### config.mk
export PLATFORM = sky130hd
export DESIGN_NAME = operand_addressing_decode
export DESIGN_NICKNAME = d
export VERILOG_FILES = /design/src/design/opdec_pkg.sv /design/src/design/operand_addressing_decode.sv /design/src/design/io_addr_form.sv
export VERILOG_INCLUDE_DIRS = /design/src /design/src/design
export SDC_FILE = /design/constraint.sdc
export NUM_CORES = 1
export LEC_CHECK = 0
export ABC_AREA = 1
export CORE_MARGIN = 1
export CORE_UTILIZATION = 30
export CTS_CLUSTER_DIAMETER = 30
export DETAILED_ROUTE_END_ITERATION = 12
export DONT_BUFFER_PORTS = 1
export REMOVE_ABC_BUFFERS = 1
export SLEW_MARGIN = 20
export SYNTH_ARGS = -nofsm -noshare
export SYNTH_HDL_FRONTEND = slang
export SYNTH_HIERARCHICAL = 1
export SYNTH_SLANG_ARGS = --single-unit
### constraint.sdc
create_clock -name REF_CLK -period 7 [get_ports REF_CLK]
set_clock_uncertainty 0.15 [all_clocks]
set_input_delay 1.05 -clock REF_CLK [delete_from_list [all_inputs] [get_ports REF_CLK]]
set_output_delay 1.05 -clock REF_CLK [all_outputs]
set_load 0.03 [all_outputs]
### src/design/opdec_map.svh
`ifndef OPDEC_MAP_SVH
`define OPDEC_MAP_SVH
`define REG_CODE_B 3'h0
`define REG_CODE_C 3'h1
`define REG_CODE_D 3'h2
`define REG_CODE_E 3'h3
`define REG_CODE_H 3'h4
`define REG_CODE_L 3'h5
`define REG_CODE_NONE 3'h6
`define REG_CODE_A 3'h7
`define PAIR_CODE_0 2'h0
`define PAIR_CODE_1 2'h1
`define PAIR_CODE_2 2'h2
`define PAIR_CODE_3 2'h3
`define ZERO_BYTE 8'h00
`define ZERO_WORD 16'h0000
`define IO_STROBE_ACTIVE 1'b0
`define IO_STROBE_IDLE 1'b1
`define SIGN_BIT 7
`endif

### src/design/opdec_pkg.sv
package opdec_pkg;
  typedef enum logic [3:0] {
    MODE_NONE = 4'h0,
    MODE_IMPLIED = 4'h1,
    MODE_REG_INDIRECT = 4'h2,
    MODE_INDEXED = 4'h3,
    MODE_EXTENDED = 4'h4,
    MODE_IMMEDIATE = 4'h5,
    MODE_RELATIVE = 4'h6,
    MODE_IO = 4'h7
  } addr_mode_t;

  typedef enum logic [1:0] {
    FIELD_GENERAL = 2'h0,
    FIELD_PUSHPOP = 2'h1,
    FIELD_FIRST_INDEX = 2'h2,
    FIELD_SECOND_INDEX = 2'h3
  } pair_kind_t;

  typedef enum logic [1:0] {
    IO_OPND_ACC = 2'h0,
    IO_B_C = 2'h1,
    IO_OPND_ZERO = 2'h2,
    IO_C_ZERO = 2'h3
  } io_form_t;

  typedef enum logic [2:0] {
    IMPL_NONE = 3'h0,
    IMPL_ACC = 3'h1,
    IMPL_IDX_FIRST = 3'h2,
    IMPL_IDX_SECOND = 3'h3,
    IMPL_STACK = 3'h4,
    IMPL_GENERAL = 3'h5
  } impl_sel_t;

  typedef enum logic [2:0] {
    PAIR_BC = 3'h0,
    PAIR_DE = 3'h1,
    PAIR_HL = 3'h2,
    PAIR_STACK = 3'h3,
    PAIR_ACC_FLAG = 3'h4,
    PAIR_IDX_FIRST = 3'h5,
    PAIR_IDX_SECOND = 3'h6
  } pair_sel_t;

  // one decode request from the fetch stage
  typedef struct packed {
    logic valid;
    addr_mode_t mode;
    logic [2:0] reg_field;
    logic [1:0] pair_field;
    pair_kind_t pair_kind;
    logic pair_hi;
    logic pair_lo;
    logic idx_second;
    io_form_t io_form;
    impl_sel_t impl_sel;
    logic [7:0] byte0;
    logic [7:0] byte1;
  } dec_req_t;

  // register file contents
  typedef struct packed {
    logic [7:0] acc;
    logic [7:0] flags;
    logic [7:0] b;
    logic [7:0] c;
    logic [7:0] d;
    logic [7:0] e;
    logic [7:0] h;
    logic [7:0] l;
    logic [15:0] index_reg_first;
    logic [15:0] index_reg_second;
    logic [15:0] stack_pointer_reg;
    logic [15:0] pc;
  } reg_view_t;

  // registered decode result
  typedef struct packed {
    logic valid;
    logic [7:0] reg_sel;
    logic reg_none;
    logic [6:0] pair_sel;
    logic byte_hi;
    logic byte_lo;
    logic mem_access;
    logic [15:0] mem_addr;
    logic imm_valid;
    logic [15:0] imm_value;
    logic branch_valid;
    logic [15:0] branch_target;
    logic io_access;
    logic [15:0] io_addr;
  } dec_out_t;
endpackage : opdec_pkg

### src/design/operand_addressing_decode.sv
// What this block does
// - the 3-bit register field picks B,C,D,E,H,L or A, code 110 none.
// - general pairs are BC,DE,HL,stack; push/pop code 11 is acc-flag.
// - index pair fields pick BC,DE,index reg,stack; hi/lo picks a byte.
// - register indirect takes the address from BC, DE or HL.
// - indexed adds a sign-extended displacement to the index register.
// - extended takes the address from two instruction bytes.
// - immediate takes the value from instruction bytes, no memory access.
// - relative only serves branches: target is pc plus displacement.
// - only i/o accesses drive the i/o request strobe low.
// - first i/o form: operand on low byte, accumulator on high byte.
// - second i/o form: B on low byte, C on high byte.
// - third i/o form: operand on low byte, high byte zero.
// - fourth i/o form: C on low byte, high byte zero.
// - implied mode selects its register from impl_sel alone, except IMPL_GENERAL, which uses the register field.
`include "opdec_map.svh"
module operand_addressing_decode (
  input wire logic REF_CLK,
  input wire logic SYS_RST,
  input wire opdec_pkg::dec_req_t REQ,
  input wire opdec_pkg::reg_view_t REGS,
  output opdec_pkg::dec_out_t RESULT,
  output logic [15:0] ADDR_OUT,
  output logic io_request_strobe_n
);
  import opdec_pkg::*;

  dec_out_t out_reg, out_next;
  logic strobe_reg, strobe_next;
  logic [15:0] io_addr_w;

  function automatic logic [7:0] reg_onehot(input logic [2:0] code);
    logic [7:0] v;
    v = `ZERO_BYTE;
    if (code != `REG_CODE_NONE) begin
      v[code] = 1'b1;
    end
    return v;
  endfunction : reg_onehot

  function automatic pair_sel_t pair_decode(input pair_kind_t kind,
                                            input logic [1:0] f);
    pair_sel_t p;
    case (f)
      `PAIR_CODE_0: p = PAIR_BC;
      `PAIR_CODE_1: p = PAIR_DE;
      `PAIR_CODE_2: p = (kind == FIELD_FIRST_INDEX) ? PAIR_IDX_FIRST :
                        (kind == FIELD_SECOND_INDEX) ? PAIR_IDX_SECOND :
                        PAIR_HL;
      `PAIR_CODE_3: p = (kind == FIELD_PUSHPOP) ? PAIR_ACC_FLAG : PAIR_STACK;
      default: p = PAIR_BC;
    endcase
    return p;
  endfunction : pair_decode

  function automatic logic [15:0] pair_value(input pair_sel_t p,
                                             input reg_view_t r);
    logic [15:0] v;
    case (p)
      PAIR_BC: v = {r.b, r.c};
      PAIR_DE: v = {r.d, r.e};
      PAIR_HL: v = {r.h, r.l};
      PAIR_STACK: v = r.stack_pointer_reg;
      PAIR_ACC_FLAG: v = {r.acc, r.flags};
      PAIR_IDX_FIRST: v = r.index_reg_first;
      PAIR_IDX_SECOND: v = r.index_reg_second;
      default: v = `ZERO_WORD;
    endcase
    return v;
  endfunction : pair_value

  function automatic logic [15:0] sext_add(input logic [15:0] base,
                                           input logic [7:0] disp);
    logic [15:0] wide_disp;
    wide_disp = {{8{disp[`SIGN_BIT]}}, disp};
    return base + wide_disp;
  endfunction : sext_add

  io_addr_form u_io_form (
    .form(REQ.io_form),
    .operand(REQ.byte0),
    .acc(REGS.acc),
    .reg_b(REGS.b),
    .reg_c(REGS.c),
    .addr(io_addr_w)
  );

  always_comb begin
    pair_sel_t psel;
    logic [15:0] idx;
    psel = pair_decode(REQ.pair_kind, REQ.pair_field);
    idx = REQ.idx_second ? REGS.index_reg_second : REGS.index_reg_first;
    out_next = '0;
    strobe_next = `IO_STROBE_IDLE;
    if (REQ.valid) begin
      out_next.valid = 1'b1;
      out_next.reg_sel = reg_onehot(REQ.reg_field);
      out_next.reg_none = (REQ.reg_field == `REG_CODE_NONE);
      out_next.pair_sel[psel] = 1'b1;
      out_next.byte_hi = REQ.pair_hi;
      out_next.byte_lo = REQ.pair_lo & ~REQ.pair_hi;
      case (REQ.mode)
        MODE_IMPLIED: begin
          out_next.reg_sel = `ZERO_BYTE;
          out_next.reg_none = 1'b0;
          out_next.pair_sel = '0;
          case (REQ.impl_sel)
            IMPL_ACC: out_next.reg_sel[`REG_CODE_A] = 1'b1;
            IMPL_IDX_FIRST: out_next.pair_sel[PAIR_IDX_FIRST] = 1'b1;
            IMPL_IDX_SECOND: out_next.pair_sel[PAIR_IDX_SECOND] = 1'b1;
            IMPL_STACK: out_next.pair_sel[PAIR_STACK] = 1'b1;
            IMPL_GENERAL: out_next.reg_sel = reg_onehot(REQ.reg_field);
            default: out_next.reg_none = 1'b1;
          endcase
        end
        MODE_REG_INDIRECT: begin
          if (psel == PAIR_BC || psel == PAIR_DE || psel == PAIR_HL) begin
            out_next.mem_access = 1'b1;
            out_next.mem_addr = pair_value(psel, REGS);
          end
        end
        MODE_INDEXED: begin
          out_next.mem_access = 1'b1;
          out_next.mem_addr = sext_add(idx, REQ.byte0);
        end
        MODE_EXTENDED: begin
          out_next.mem_access = 1'b1;
          out_next.mem_addr = {REQ.byte1, REQ.byte0};
        end
        MODE_IMMEDIATE: begin
          out_next.imm_valid = 1'b1;
          out_next.imm_value = {REQ.byte1, REQ.byte0};
        end
        MODE_RELATIVE: begin
          out_next.branch_valid = 1'b1;
          out_next.branch_target = sext_add(REGS.pc, REQ.byte0);
        end
        MODE_IO: begin
          out_next.io_access = 1'b1;
          out_next.io_addr = io_addr_w;
          strobe_next = `IO_STROBE_ACTIVE;
        end
        default: begin
          out_next.mem_access = 1'b0;
        end
      endcase
    end
  end

  always_ff @(posedge REF_CLK or posedge SYS_RST) begin
    if (SYS_RST) begin
      out_reg <= '0;
      strobe_reg <= `IO_STROBE_IDLE;
    end else begin
      out_reg <= out_next;
      strobe_reg <= strobe_next;
    end
  end

  assign RESULT = out_reg;
  // one address bus, io address wins when strobe active
  assign ADDR_OUT = out_reg.io_access ? out_reg.io_addr :
                    out_reg.branch_valid ? out_reg.branch_target :
                    out_reg.mem_addr;
  assign io_request_strobe_n = strobe_reg;
endmodule : operand_addressing_decode

### src/design/io_addr_form.sv
`include "opdec_map.svh"
module io_addr_form (
  input wire opdec_pkg::io_form_t form,
  input wire logic [7:0] operand,
  input wire logic [7:0] acc,
  input wire logic [7:0] reg_b,
  input wire logic [7:0] reg_c,
  output logic [15:0] addr
);
  import opdec_pkg::*;
  always_comb begin
    case (form)
      IO_OPND_ACC: addr = {acc, operand};
      IO_B_C: addr = {reg_c, reg_b};
      IO_OPND_ZERO: addr = {`ZERO_BYTE, operand};
      IO_C_ZERO: addr = {`ZERO_BYTE, reg_c};
      default: addr = `ZERO_WORD;
    endcase
  end
endmodule : io_addr_form

* After elaboration in Yosys (flattened, before gate mapping)
Index checks and enable logic that the tools add are counted.
** Operators by class
- Reductions and logical operators :: 9
- $lt $le $gt $ge :: 4
- Add/subtract/negate cells :: 2
- Eq/ne operators :: 29
- Bitwise operators :: 2
- Multiplexer cells :: 30
** Operators by type and width (number)
- $pmux 16 s7 :: 1
- $mux 87 :: 1
- $mux 17 :: 4
- $mux 16 :: 4
- $pmux 16 s4 :: 1
- $pmux 16 s3 :: 1
- $add 16x16->16 :: 2
- $eq 3x3->1 const B :: 6
- $eq 4x3->1 const B :: 4
- $eq 2x2->1 const B :: 6
- $eq 3x2->1 const B :: 4
- $pmux 3 s4 :: 1
- $mux 3 :: 3
- $eq 4x2->1 const B :: 2
- $lt 3x4->1 const B :: 2
- $mux 1 :: 8
- $mux 8 :: 1
- $mux 7 :: 1
- $demux 1 s3 :: 2
- $eq 2x1->1 const B :: 3
- $eq 3x1->1 const B :: 2
- $ge 3x1->1 const B :: 2
- $reduce_or 5->1 :: 1
- $eq 4x1->1 const B :: 1
- other kinds (9) :: 13
** Storage, ports and cells
- Register bits :: 88
- Input port bits :: 166
- Output and inout bits :: 104
- Word-level logic and storage cells :: 91

* Longest topological paths before layout
Gate-level depths: netlist (run 1).
- Word-level depth :: 10
- Depth in mapped cells :: 13
- Mapped depth without buffers :: 11

* Modules after synthesis
Netlist (run 1), hierarchy kept.
** By module, submodules not included
- operand_addressing_decode :: cells each 788, area each 5647.9 sq um, sequential area each 2203.4 sq um, times used 1
- io_addr_form :: cells each 64, area each 399.1 sq um, sequential area each 0.0 sq um, times used 1

* Least setup slack after synthesis (run 1)
No wires, ideal clock.
- Path kind :: input-to-reg
- Start :: input port REQ[21] in the netlist's numbering
- End :: register out_reg, in the netlist RESULT[58]
- Slack :: 3885 ps
- Data arrival time :: 2829 ps
- Buffers on the path :: 2
- Required time :: 6714 ps
- Cell stages on the path :: 11
- Setup time :: 136 ps
- Cells stage by stage :: buf_2 buf_2 mux2_2 ha_1 nand2_1 inv_1 a21oi_1 nand2_1 or2_2 nand3_1 a21oi_1
** RTL lines
- start, declared :: line operand_addressing_decode.sv:20 : input wire opdec_pkg::dec_req_t REQ,
- end signal, assigned :: line operand_addressing_decode.sv:155 : out_reg <= out_next;
- end, declared :: line operand_addressing_decode.sv:28 : dec_out_t out_reg, out_next;

* Worst setup path after layout (run 1)
- Start :: register out_reg, in the netlist RESULT[33]
- End :: output port ADDR_OUT[5]
** Between the ends
- Longest elaborated chain between the ends :: 2
** RTL lines
- $mux 16 :: line operand_addressing_decode.sv:163 : out_reg.branch_valid ? out_reg.branch_target :
- $mux 16 :: line operand_addressing_decode.sv:162 : assign ADDR_OUT = out_reg.io_access ? out_reg.io_addr :
- end, declared :: line operand_addressing_decode.sv:23 : output logic [15:0] ADDR_OUT,
No other way between the ends.

==> reports/qor.yml, run 1 <==
critPathArrivalTime_ns: 2.38
finalNetCount: 1039
grt_pass1_vias: 5213
p_leak_uw: 0.003407
cts_hold_buf: 0
dpl.hpwl_mm: 17.72
synth_area_leaders: "dfrtp_1, nand2_1, inv_1, a21oi_1, ha_1"
netlist_instances: 852
grt_pass1_wl_mm: 31.11
synth_edf_count: 0
vias: 5526
maxSlewViolCount: 0
rows: 51
hold_class: "in2async"
dr_wl_met3_mm: 1.842
grt_usage: 0.2095
grt.overflow.total: 0
crit_fanout: 18
wire_per_inst_um: 19.88
root_buffer: "clkbuf_16"
cts_setup_buffers: 0
numCtsBuffers: 9
ys_warn_count: 6
p_sw_uw: 401.2
ctsLongestPathBuffers: 2
power_uw: 1309
place.gp.congestion: 0.9107
p_seq_frac: 0.418
place.port_buffers: 0
async_flop_share: 1.000
die_y_um: 144.0
slowest_delay_ns: 0.69
netlist_area_um2: 6047
required_ns: 5.80
postRouteAntennaNets: 0
synth.distinct_cells: 42
ys_seq_elements: 88
start_kind: "flip-flop"
yosys.area.top_type: "dfrtp_1"
cts_resized: 0
ys.flop_type: "dfrtp_1"
drt_iter0_drc: 385
antenna_cells: 0
sw_frac_of_total: 0.3066
p_clk_frac: 0.393
setup_violations: 0
p_int_uw: 907.4
final-hold-violation-count: 0
die_x_um: 144.0
cellPowerDensity_nw_per_um2: 199.7
maxCapViolCount: 0
top_layer_used: "met4"
yosysTopAreaCellShare: 0.3600
status: "complete, no violations"
final_cell_mix: "nand2_1, inv_1, nor2_1, dfrtp_1, a21oi_1"
drc_errors: 0
wirelength_mm: 22.09
syn_area_per_cell_um2: 7.097
final_core_util: 0.3345
start_util: 0.3087
route.layer.met1.wl_mm: 9.735
cts_tree: "done"
drive_gt1_frac: 0.07447
end_kind: "output pin"
wl_met2_mm: 10.13
path_cells: "inv_1, nand2_1, a21oi_1"
fmaxAchievable_mhz: 279.2
slew_headroom: 0.4199
peakVddDrop_mv: 0.07609
crit_type: "reg2out"
pwr-share-comb: 0.189
path_clk_slew_ns: 0.07
dr.pass1.iters: 5
die_area_um2: 20730
fin_crit_sh: 0.5116
synthToLayoutAreaGrowth_pct: 8.380
period_minus_slack_ns: 3.581
worst_pin_slew_ns: 0.8677
ioPinCount: 270
core-area_um2: 19590
rsz0062_at_grt: "false"
ys_seq_area_frac: 0.3644
antenna_found_initial: 0
cts_max_level: 3
cts_sinks: 88
grt_max_degree: 61
vias_per_cell: 4.974
layout_commonest_cell: "nand2_1"
cpMaxStageDelayCell: "dfrtp_1"
timing.setup.tns_ns: 0
## synth_stat cells, types with 2 or more instances
cell / count
a21o_1: 4
a21oi_1: 81
a22oi_1: 10
a31oi_1: 7
a32oi_1: 2
buf_2: 7
buf_4: 2
buf_6: 5
clkbuf_1: 9
dfrtp_1: 87
fa_1: 2
ha_1: 30
inv_1: 110
inv_2: 5
mux2_2: 15
nand2_1: 234
nand3_1: 70
nand3_2: 12
nand3b_1: 3
nand4_1: 3
nor2_1: 98
nor2_2: 3
nor2_4: 2
nor3_1: 11
nor4_1: 2
o21a_1: 4
o21ai_0: 11
o21ai_1: 5
o32ai_1: 3
or2_2: 3
## through the flow
step	setup WS (ns)	hold slack [ns]	instance area, µm²	std cells
after global routing	3.247	0.4264	6554	1111
final	3.419	0.4034	6554	1111
after floorplan	3.523	0.9314	5887	828
after detailed placement	3.756	0.7849	6236	1095
after global placement	3.780	0.7835	6236	1095
after CTS	3.386	0.4094	6554	1111
## worst max-delay path, delay by kind of cell, from the launching register on
family | cells | cell delay (ns)
buffers and inverters | 1 | 0.58
and+or+nand+nor | 1 | 0.09
DFF | 1 | 0.69
AOI/OAI and AO/OA | 1 | 0.68
## worst max-delay path by stage
stage | slack [ns] | startpoint | end | cells after the start
5_1_grt | 3.25 | RESULT[33] | ADDR_OUT[5] | 3
3_3_place_gp | 3.78 | RESULT[33] | ADDR_OUT[5] | 3
6_report | 3.42 | RESULT[33] | ADDR_OUT[5] | 3
4_1_cts | 3.39 | RESULT[33] | ADDR_OUT[5] | 3
3_5_place_dp | 3.76 | RESULT[33] | ADDR_OUT[5] | 3
2_1_floorplan | 3.52 | SYS_RST | RESULT[0] | 1
## power groups by stage
stage / registers, µW / logic [µW] / clock network [µW]
after detailed placement: 557 / 244 / 0
after global placement: 557 / 243 / 0
after floorplan: 553 / 193 / 0
after global routing: 549 / 281 / 544
after CTS: 548 / 246 / 527
final: 548 / 247 / 514
## registers in the layout, indices dropped and copies added (netlist names)
name,cells
RESULT,87
io_request_strobe_n,1
## logic make-up (layout without fill, tap and decap cells)
family | count (synthesis) | count (layout) | share of synthesized area
xor+xnor | 2 | 2 | 0.002897
simple gates | 443 | 443 | 0.3145
compound gates | 130 | 130 | 0.1210
flops | 88 | 88 | 0.3644
buf+inv | 141 | 135 | 0.09994
mux | 15 | 15 | 0.02793
fa+ha+maj | 32 | 32 | 0.06869
other cells | 1 | 1 | 0.0006201
## metal layers
layer  track usage  vias to the layer above
li1              -                     2723
met1        0.2758                     2545
met2        0.3402                      236
met3       0.04801                       22
met4       0.06215                        0
met5             0                        -
## area by class of cell
cell class                 count  area [µm²]
fill                        2120       13040
multi-input combinational    623        3239
sequential                    88        2203
inverter                     117       446.7
tap                          265       331.6
clock buffer                  12       266.5
clock inverter                 4       51.30
timing repair buffer           2       15.01
No activity file was read; power rests on OpenSTA's default activity.
==> run 2: changes to the inputs <==
- clock period: 7 -> 3.6 ns (I/O delays scaled with it)
==> run 2 against run 1 <==
Against the previous run: sequential share of layout area hardly changed; power rose by 89%; worst setup slack worse by 2.8 ns; cell area about the same; worst hold slack worse by 0.34 ns; flip-flop and latch count is the same; clock power up 81%; non-clock buffer count up 4; cell count up 0.36%; critical endpoint is now ADDR_OUT[10]; largest cell class unchanged; highest routed layer is now met5.
==> reports/qor.yml, run 2 (synthesis results as in run 1) <==
drc_errors: 0
setup_violations: 0
place.gp.congestion: 0.9044
placed_area_um2: 6259
largest_register_ff_count: 87
drive_gt1_frac: 0.07647
root_buffer: "clkbuf_16"
layout_commonest_cell: "nand2_1"
maxSlewViolCount: 0
crit_buf_inv: 1
start_util: 0.3087
finalNetCount: 1043
cpMaxStageDelayCell: "dfrtp_1"
grt_pass1_wl_mm: 31.61
wire_per_inst_um: 20.07
die_x_um: 144.0
cts_tree: "done"
worst_pin_slew_ns: 0.8795
required_ns: 2.91
die_y_um: 144.0
numCtsBuffers: 9
end_kind: "output pin"
final_cell_mix: "nand2_1, inv_1, nor2_1, dfrtp_1, a21oi_1"
dpl.hpwl_mm: 17.95
timing.setup.tns_ns: 0
grt_pass1_vias: 5249
wirelength_mm: 22.38
start_kind: "flip-flop"
grt_max_degree: 43
maxCapViolCount: 0
final_core_util: 0.3347
path_clk_slew_ns: 0.06
rows: 51
p_leak_uw: 0.003410
cts_setup_buffers: 0
crit_fanout: 18
grt_usage: 0.2133
vias: 5639
grt.overflow.total: 0
final-hold-violation-count: 0
vias_per_cell: 5.057
synthToLayoutAreaGrowth_pct: 8.442
path_cells: "inv_1, nor2_1, a21oi_1"
crit_type: "reg2out"
status: "complete, no violations"
cp-startpoint: "RESULT[16]"
drt_iter0_drc: 328
hold_class: "in2reg"
slew_headroom: 0.4120
design_area_um2: 6558
core-area_um2: 19590
antenna_found_initial: 1
hold_start: "REQ[35]"
fin_crit_sh: 0.8270
die_area_um2: 20730
period_minus_slack_ns: 2.977
setup_slack_ns: 0.6228
fmaxAchievable_mhz: 335.9
peakVddDrop_mv: 0.1908
crit_family: "flip-flops"
dp_slack_ns: 0.9588
dr.pass1.iters: 6
rsz0062_at_grt: "false"
slowest_delay_ns: 0.68
ioPinCount: 270
ctsLongestPathBuffers: 2
cts_max_level: 3
cts_sinks: 88
n_fill_cell: 2164
postRouteAntennaNets: 0
cts_resized: 0
cellPowerDensity_nw_per_um2: 378.0
critPathArrivalTime_ns: 2.29
antenna_cells: 0
place.port_buffers: 0
==> run 2: final timing paths <==
path / to / cells past startpoint
setup / recovery: ADDR_OUT[10] / 3
hold / removal: RESULT[86] / 0
max in group asynchronous: RESULT[20] / 3
min in group asynchronous: RESULT[69] / 2
==> run 2: per-layer routing <==
| layer | vias up | share of wire | wire length, µm | global-route usage |
|---|---|---|---|---|
| met4 | 2 | 0.031 | 703 | 0.08343 |
| met5 | - | 0.00076 | 17 | 0 |
| li1 | 2735 | - | - | - |
| met1 | 2574 | 0.43 | 9622 | 0.2748 |
| met3 | 47 | 0.089 | 1986 | 0.05232 |
| met2 | 281 | 0.45 | 10050 | 0.3417 |
==> run 2: cell type report <==
class	instances	area [µm²]	share of cell area
well taps	265	331.6	0.05056
repair buffers	6	47.55	0.007251
flip-flops and latches	88	2203	0.3360
inverters	117	446.7	0.06812
clock inverters	6	60.06	0.009159
clock buffers	10	229.0	0.03492
multi-input cells	623	3239	0.4940
==> run 2: where the power goes <==
group | internal, µW | total, µW | switching (µW)
combinational | 164 | 485 | 321
sequential | 1010 | 1060 | 56.6
clock | 534 | 929 | 395
==> run 2: through the flow <==
stage	std cells	total power, µW	hold WS (ns)
final	1115	2479	0.06838
after global placement	1098	1560	0.3603
after detailed placement	1098	1563	0.3630
after CTS	1115	2499	0.05981
after floorplan	828	1449	0.4214
after global routing	1115	2614	0.05302
==> run 2: repair_timing <==
item,in CTS,in global routing
endpoints found under the hold margin,19,0
hold buffers,1,0
endpoints found under the setup margin,0,0
